## config.mk

```make
export PLATFORM = sky130hd
export DESIGN_NAME = pirq_bank
export DESIGN_NICKNAME = d
export VERILOG_FILES = /design/src/verilog/pirq_pkg.sv /design/src/verilog/pirq_bank.sv /design/src/verilog/pirq_en_reg.sv /design/src/verilog/pirq_flag_reg.sv
export SDC_FILE = /design/constraint.sdc
export NUM_CORES = 1
export LEC_CHECK = 0
export BUFFER_PORTS_ARGS = -buffer_cell sky130_fd_sc_hd__buf_2
export CORE_AREA = 2 2 63 65
export DETAILED_ROUTE_END_ITERATION = 10
export DIE_AREA = 0 0 65 67
export MAX_ROUTING_LAYER = met4
export PLACE_DENSITY_LB_ADDON = 0.25
export SETUP_SLACK_MARGIN = 0.3
export SLEW_MARGIN = 20
export SYNTH_ARGS = -nofsm -noshare
export SYNTH_HDL_FRONTEND = slang
export SYNTH_SLANG_ARGS = --single-unit
```

## constraint.sdc

```tcl
create_clock -name ref_clk -period 1.2 [get_ports ref_clk]
set_input_delay 0.36 -clock ref_clk [delete_from_list [all_inputs] [get_ports ref_clk]]
set_output_delay 0.36 -clock ref_clk [all_outputs]
set_load 0.01 [all_outputs]
```

## src/verilog/pirq_pkg.sv

```systemverilog
// Package: register map, field positions and reset values of the interrupt flag/enable bank
package pirq_pkg;

    localparam logic [3:0] PIRQ_ADDR_EN5    = 4'h0;
    localparam logic [3:0] PIRQ_ADDR_EN6    = 4'h1;
    localparam logic [3:0] PIRQ_ADDR_EN7    = 4'h2;
    localparam logic [3:0] PIRQ_ADDR_FLAGS0 = 4'h3;
    localparam logic [3:0] PIRQ_ADDR_FLAGS1 = 4'h4;
    localparam logic [3:0] PIRQ_ADDR_GATE   = 4'h5;
    localparam logic [3:0] PIRQ_ADDR_EN0    = 4'h6;
    localparam logic [3:0] PIRQ_ADDR_EN1    = 4'h7;

    localparam logic [7:0] PIRQ_RESET_VAL   = 8'h00;

    localparam logic [7:0] PIRQ_EN5_MASK    = 8'hF1;
    localparam logic [7:0] PIRQ_EN6_MASK    = 8'h03;
    localparam logic [7:0] PIRQ_EN7_MASK    = 8'h31;
    localparam logic [7:0] PIRQ_F0_SW_MASK  = 8'h21;
    localparam logic [7:0] PIRQ_F1_MASK     = 8'hC1;
    localparam logic [7:0] PIRQ_EN0_MASK    = 8'h31;
    localparam logic [7:0] PIRQ_EN1_MASK    = 8'hC1;
    localparam logic [7:0] PIRQ_GATE_MASK   = 8'hC0;

    localparam int PIRQ_BIT_TMR0   = 5;
    localparam int PIRQ_BIT_PINCHG = 4;
    localparam int PIRQ_BIT_EXTPIN = 0;
    localparam int PIRQ_BIT_OSCF   = 7;
    localparam int PIRQ_BIT_CSW    = 6;
    localparam int PIRQ_BIT_CONV   = 0;
    localparam int PIRQ_BIT_GLOBAL = 7;
    localparam int PIRQ_BIT_PERIPH = 6;

    localparam int PIRQ_PORTS      = 5;

endpackage
```

## src/verilog/pirq_bank.sv

```systemverilog
// Top: peripheral interrupt enable/flag bank with request gating
//
// Operation
// - Flags set on their source event regardless of any enable bit.
// - Enable 5 holds logic cell 4..1 enables in bits 7..4 and timer1 gate in bit 0.
// - Enable 6 holds capture/compare 2 and 1 enables in bits 1 and 0.
// - Enable 7 holds nonvolatile task in bit 5, osc rollover in bit 4, waveform gen in bit 0.
// - Flag 0 bit 5 is set by timer0 overflow and held until software writes zero.
// - Flag 0 bit 4 is read-only and equals the OR of all pin-change port flags.
// - Flag 0 bit 0 is set by the external pin event and cleared by software.
// - Flag 1 bit 7 is set by an oscillator fail-safe event and held until cleared.
// - Flag 1 bit 6 is set when clock switch logic is ready and cleared by software.
// - Flag 1 bit 0 is set when a conversion completes and held until cleared.
// - All stored bits reset to zero at every reset; flag 0 bit 4 is a live OR and is not reset.
// - Peripheral-gated sources need both peripheral and global enable; group 0 needs only global.
// - Global enable low blocks every request at irq_q; periph_req_q is not gated by it.
//
// The register offsets and the plain strobed port were decided locally.
`timescale 1ns/1ps
module pirq_bank
    import pirq_pkg::*;
(
    input  wire logic       ref_clk,
    input  wire logic       reset,
    input  wire logic [3:0] addr,
    input  wire logic [7:0] wdata,
    input  wire logic       wr_stb,
    input  wire logic       rd_stb,
    output logic      [7:0] rdata,
    input  wire logic       timer0_overflow,
    input  wire logic       ext_pin_event,
    input  wire logic [4:0] pin_change_port_flags,
    input  wire logic       osc_failsafe_event,
    input  wire logic       clock_switch_ready,
    input  wire logic       conversion_done,
    input  wire logic [7:0] en5_src_flags,
    input  wire logic [7:0] en6_src_flags,
    input  wire logic [7:0] en7_src_flags,
    output logic            periph_req_q,
    output logic            irq_q
);
    // ****************************************************************
    // Register storage
    // ****************************************************************
    logic [7:0] en5_q;
    logic [7:0] en6_q;
    logic [7:0] en7_q;
    logic [7:0] en0_q;
    logic [7:0] en1_q;
    logic [7:0] gate_q;
    logic [7:0] flags0_q;
    logic [7:0] flags1_q;
    logic [7:0] set0;
    logic [7:0] set1;
    logic       pin_change_summary_flag;
    logic [7:0] flags0_view;
    logic       global_irq_en;
    logic       peripheral_irq_gate_en;
    logic       grp0_req;
    logic       grp_periph_req;

    // Enable 5 layout
    pirq_en_reg #(.MASK(PIRQ_EN5_MASK)) u_en5
    (
        .ref_clk (ref_clk),
        .reset   (reset),
        .wr_i    (wr_stb && (addr == PIRQ_ADDR_EN5)),
        .wdata_i (wdata),
        .en_q    (en5_q)
    );

    // Enable 6 layout
    pirq_en_reg #(.MASK(PIRQ_EN6_MASK)) u_en6
    (
        .ref_clk (ref_clk),
        .reset   (reset),
        .wr_i    (wr_stb && (addr == PIRQ_ADDR_EN6)),
        .wdata_i (wdata),
        .en_q    (en6_q)
    );

    // Enable 7 layout
    pirq_en_reg #(.MASK(PIRQ_EN7_MASK)) u_en7
    (
        .ref_clk (ref_clk),
        .reset   (reset),
        .wr_i    (wr_stb && (addr == PIRQ_ADDR_EN7)),
        .wdata_i (wdata),
        .en_q    (en7_q)
    );

    // Enables for flag groups 0 and 1, kept locally so gating is complete
    pirq_en_reg #(.MASK(PIRQ_EN0_MASK)) u_en0
    (
        .ref_clk (ref_clk),
        .reset   (reset),
        .wr_i    (wr_stb && (addr == PIRQ_ADDR_EN0)),
        .wdata_i (wdata),
        .en_q    (en0_q)
    );

    pirq_en_reg #(.MASK(PIRQ_EN1_MASK)) u_en1
    (
        .ref_clk (ref_clk),
        .reset   (reset),
        .wr_i    (wr_stb && (addr == PIRQ_ADDR_EN1)),
        .wdata_i (wdata),
        .en_q    (en1_q)
    );

    pirq_en_reg #(.MASK(PIRQ_GATE_MASK)) u_gate
    (
        .ref_clk (ref_clk),
        .reset   (reset),
        .wr_i    (wr_stb && (addr == PIRQ_ADDR_GATE)),
        .wdata_i (wdata),
        .en_q    (gate_q)
    );

    // ****************************************************************
    // Hardware set events
    // ****************************************************************
    always_comb
    begin
        set0 = PIRQ_RESET_VAL;
        set1 = PIRQ_RESET_VAL;
        // Ungated set paths
        // Timer0 overflow set
        set0[PIRQ_BIT_TMR0] = timer0_overflow;
        // External pin set
        set0[PIRQ_BIT_EXTPIN] = ext_pin_event;
        // Fail-safe set
        set1[PIRQ_BIT_OSCF] = osc_failsafe_event;
        // Clock switch set
        set1[PIRQ_BIT_CSW] = clock_switch_ready;
        // Conversion done set
        set1[PIRQ_BIT_CONV] = conversion_done;
    end

    // Set wins over clear
    pirq_flag_reg #(.MASK(PIRQ_F0_SW_MASK)) u_flags0
    (
        .ref_clk (ref_clk),
        .reset   (reset),
        .set_i   (set0),
        .wr_i    (wr_stb && (addr == PIRQ_ADDR_FLAGS0)),
        .wdata_i (wdata),
        .flag_q  (flags0_q)
    );

    pirq_flag_reg #(.MASK(PIRQ_F1_MASK)) u_flags1
    (
        .ref_clk (ref_clk),
        .reset   (reset),
        .set_i   (set1),
        .wr_i    (wr_stb && (addr == PIRQ_ADDR_FLAGS1)),
        .wdata_i (wdata),
        .flag_q  (flags1_q)
    );

    // Live OR, no storage
    assign pin_change_summary_flag = |pin_change_port_flags;

    always_comb
    begin
        flags0_view = flags0_q;
        flags0_view[PIRQ_BIT_PINCHG] = pin_change_summary_flag;
    end

    // ****************************************************************
    // Request gating
    // ****************************************************************
    assign global_irq_en          = gate_q[PIRQ_BIT_GLOBAL];
    assign peripheral_irq_gate_en = gate_q[PIRQ_BIT_PERIPH];

    // Flag AND enable, ORed
    assign grp0_req       = |(flags0_view & en0_q);
    assign grp_periph_req = |(flags1_q & en1_q)
                          | |(en5_src_flags & en5_q)
                          | |(en6_src_flags & en6_q)
                          | |(en7_src_flags & en7_q);

    // All outputs cleared
    always_ff @(posedge ref_clk)
    begin
        if (reset)
        begin
            periph_req_q <= 1'b0;
            irq_q        <= 1'b0;
        end
        else
        begin
            periph_req_q <= grp_periph_req;
            // Peripheral gate needed
            // Global enable blocks all
            irq_q <= global_irq_en
                   && (grp0_req || (peripheral_irq_gate_en && grp_periph_req));
        end
    end

    // ****************************************************************
    // Read port
    // ****************************************************************
    always_ff @(posedge ref_clk)
    begin
        if (reset)
        begin
            rdata <= PIRQ_RESET_VAL;
        end
        else if (rd_stb)
        begin
            // Unmapped addresses read zero
            if (addr == PIRQ_ADDR_EN5)
            begin
                rdata <= en5_q;
            end
            else if (addr == PIRQ_ADDR_EN6)
            begin
                rdata <= en6_q;
            end
            else if (addr == PIRQ_ADDR_EN7)
            begin
                rdata <= en7_q;
            end
            else if (addr == PIRQ_ADDR_FLAGS0)
            begin
                rdata <= flags0_view;
            end
            else if (addr == PIRQ_ADDR_FLAGS1)
            begin
                rdata <= flags1_q;
            end
            else if (addr == PIRQ_ADDR_GATE)
            begin
                rdata <= gate_q;
            end
            else if (addr == PIRQ_ADDR_EN0)
            begin
                rdata <= en0_q;
            end
            else if (addr == PIRQ_ADDR_EN1)
            begin
                rdata <= en1_q;
            end
            else
            begin
                rdata <= PIRQ_RESET_VAL;
            end
        end
        else
        begin
            rdata <= PIRQ_RESET_VAL;
        end
    end
endmodule

```

## src/verilog/pirq_en_reg.sv

```systemverilog
// Plain masked read/write enable register
`timescale 1ns/1ps
module pirq_en_reg
    import pirq_pkg::*;
#(
    parameter logic [7:0] MASK = 8'h00
)
(
    input  wire logic       ref_clk,
    input  wire logic       reset,
    input  wire logic       wr_i,
    input  wire logic [7:0] wdata_i,
    output logic      [7:0] en_q
);
    always_ff @(posedge ref_clk)
    begin
        if (reset)
        begin
            en_q <= PIRQ_RESET_VAL;
        end
        else if (wr_i)
        begin
            en_q <= wdata_i & MASK;
        end
    end
endmodule

```

## src/verilog/pirq_flag_reg.sv

```systemverilog
// Sticky flag register: hardware set, software write-zero clear
`timescale 1ns/1ps
module pirq_flag_reg
    import pirq_pkg::*;
#(
    parameter logic [7:0] MASK = 8'h00
)
(
    input  wire logic       ref_clk,
    input  wire logic       reset,
    input  wire logic [7:0] set_i,
    input  wire logic       wr_i,
    input  wire logic [7:0] wdata_i,
    output logic      [7:0] flag_q
);
    logic [7:0] flag_d;

    always_comb
    begin
        flag_d = flag_q;
        if (wr_i)
        begin
            flag_d = wdata_i & MASK;
        end
        // Set beats a same-cycle clear
        flag_d = (flag_d | set_i) & MASK;
    end

    always_ff @(posedge ref_clk)
    begin
        if (reset)
        begin
            flag_q <= PIRQ_RESET_VAL;
        end
        else
        begin
            flag_q <= flag_d;
        end
    end
endmodule

```

==> out/results.txt <==
Die width: 65 um
Commonest non-fill, non-tap cell in the layout: buf_2
Worst vdd ir: 0.516 mV
Root buffer cell: clkbuf_8
Average cell area after synthesis: 9.04 sq um
Final Net Count: 288
Clk buf depth: 2
CTS Buf Count: 5
Synthesis Warnings: 0
# rows: 22
Pwr dens: 958 nW/um^2
Later-pin clock latency in the skew report: 0.28 ns
Vias in the first global route: 1380
Drt drc: 0
Final cell count without fillers: 287
Placed cells: 271
Status: complete, no violations
Initial DRC count: 63
First-pass GRT wire length: 6.67 mm
Most frequent cells in the layout: 36 x buf_2, 25 x dfxtp_1, 22 x buf_4
H-tree depth: 2
Post-DR wirelength/cell: 15.2 um
R2r endpoint: irq_q$_SDFF_PP0_
RSZ-0062 raised after global routing: true
Sequential fraction of the synthesis area: 41.1%
Max-cap viol count: 0
Setup skew after layout: 0.00312 ns
Crit Path Class: reg -> reg
Hold EP: u_flags1.flag_q[7]$_SDFF_PP0_
Worst R2R Setup Slack: 0.04 ns
Area occupied by multi-input gates: 976 sq um
Hold Path Class: in -> reg
Routed wire length: 4.36 mm
Post-route minimum period: 1.16 ns
TritonRoute pass-1 iters: 4
F_max: 864 MHz
Post-synth EDFFs: 0
Number of vias per cell: 5.24
Hold Path Cell Cnt: 3
Post-DP HPWL: 3.04 mm
Critical path required time: 1.36 ns
Sequential Area: 631 sq um
Routed Antenna Nets: 0
Critical path's top delay family: compound AO/OA/AOI/OAI gates
Final setup fails: 0
Total grt overflow: 0
CTS tree: yes
Worst hold path startpoint: osc_failsafe_event
Total die area: 4360 sq um
Area Growth Syn to Fin: 53.1%
Biggest cell delay along the critical path: 0.33 ns
Slew Viols, Final: 0
Crit Path Max Fanout: 2
Post-layout util: 64.1%
Vias: 1505
Register-to-Register Path Depth: 4
Hold Vio Cnt, Final: 0
Overall power: 2.21 mW
Global-route usage over all layers: 21.4%
CTS clk-pin slew, worst paths: 0.06 ns
Leakage: 1.03 nW
Ys flop type: dfxtp_1
Slowest cell on crit path: a222oi_1
Critical path arrival: 1.31 ns
Filler cell count: 308
Async set-reset flop share out of synthesis: 0%
Period Utilization, post-route: 96.4%
Core Area: 3610 sq um
Share of layout cells above drive strength 1: 53.1%
Sink Count: 31
Initial Util: 41.8%
I/O Buffers: 41
Synth Cell Area: 1510 sq um
Hold_buf cts: 0
I/O pin total: 60
Synth cell types: 42
Largest net degree at the start of global routing: 15
Initial antenna violation count: 0
CP startpoint kind: flop
RR Startpoint: u_flags1.flag_q[7]$_SDFF_PP0_
CP Buf/Inv Count: 0
CP Capture Type: flop
CP cell instances: a222oi_1 > nand3_1 > nor2_2 > o32ai_2
RD Place Congestion: 0.883
DIE HEIGHT: 67 um
# diodes: 0
Post-Synthesis Cells: 167
Post-synthesis sequential element count: 31
report_power, final:
part	internal, mW	switching (mW)
sequential	1.05	0.0187
clock	0.406	0.372
combinational	0.186	0.178
routing by layer:
layer / share of wire, % / GRT usage, % / up-vias
li1: - / - / 739
met1: 44 / 27.0 / 700
met5: 0 / - / -
met3: 6.2 / 6.08 / 11
met2: 48 / 32.1 / 55
met4: 1.8 / 9.04 / 0
cell usage after synthesis (3+ instances only):
cell | number | area (sq um)
dfxtp_1 | 31 | 621
nor2_1 | 19 | 71.3
mux2i_1 | 17 | 170
a21oi_1 | 15 | 75.1
nand2_1 | 10 | 37.5
inv_1 | 9 | 33.8
nand3_1 | 9 | 45.0
a22oi_1 | 7 | 52.6
buf_4 | 4 | 30.0
and2b_1 | 3 | 22.5
clkbuf_1 | 3 | 11.3
o21ai_0 | 3 | 15.0
worst reg2reg max path, cell delays in order (launching register included):
cell and delay, ns:
dfxtp_2 0.32, a222oi_1 0.33, nand3_1 0.16, nor2_2 0.14, o32ai_2 0.09
layout make-up:
cell class,count,area share (%)
repair buffers,72,22.9
inverters,9,1.46
multi-input cells,119,42.3
flip-flops and latches,31,27.3
clock inverters,1,0.217
clock buffers,7,3.30
well taps,48,2.60
timing repair:
action	CTS	global route
setup endpoints to repair	38	38
resized for setup	38	26
pin swaps	23	22
setup buffers	5	3
flip-flops by register name (all words and copies together) (netlist names):
| name | flops |
|---|---|
| irq_q | 1 |
| periph_req_q | 1 |
| rdata | 6 |
| u_en0.en_q | 3 |
| u_en1.en_q | 3 |
| u_en5.en_q | 5 |
| u_en6.en_q | 2 |
| u_en7.en_q | 3 |
| u_flags0.flag_q | 2 |
| u_flags1.flag_q | 3 |
| u_gate.en_q | 2 |
through the flow:
step                hold WS [ns]  TNS (ns)  area, sq um  setup WS (ns)
floorplan                  0.449   -0.0147         1550        -0.0134
global placement           0.464     -5.19         1920         -0.262
detailed placement         0.482     -5.14         1920         -0.258
CTS                        0.294         0         2190         0.0724
global route               0.297   -0.0237         2310        -0.0237
finish                     0.293         0         2310         0.0430
cells by family after synthesis:
family	after synthesis	synth area share, %
AOI/OAI and AO/OA	38	16.3
buffers and inverters	18	6.05
DFF	31	41.1
muxes	20	13.5
other	1	0.249
and+or+nand+nor	59	22.7
worst max path at each step:
stage | endpoint | from | cells after the start
after floorplan | rdata[7]$_SDFF_PP0_ | addr[1] | 5
final | irq_q$_SDFF_PP0_ | u_flags1.flag_q[7]$_SDFF_PP0_ | 4
after global placement | rdata[0]$_SDFF_PP0_ | addr[1] | 5
after detailed placement | rdata[6]$_SDFF_PP0_ | addr[1] | 5
after CTS | rdata[6]$_SDFF_PP0_ | addr[2] | 7
after global routing | irq_q$_SDFF_PP0_ | u_flags1.flag_q[7]$_SDFF_PP0_ | 4
Power figures use the tool's default switching activity.
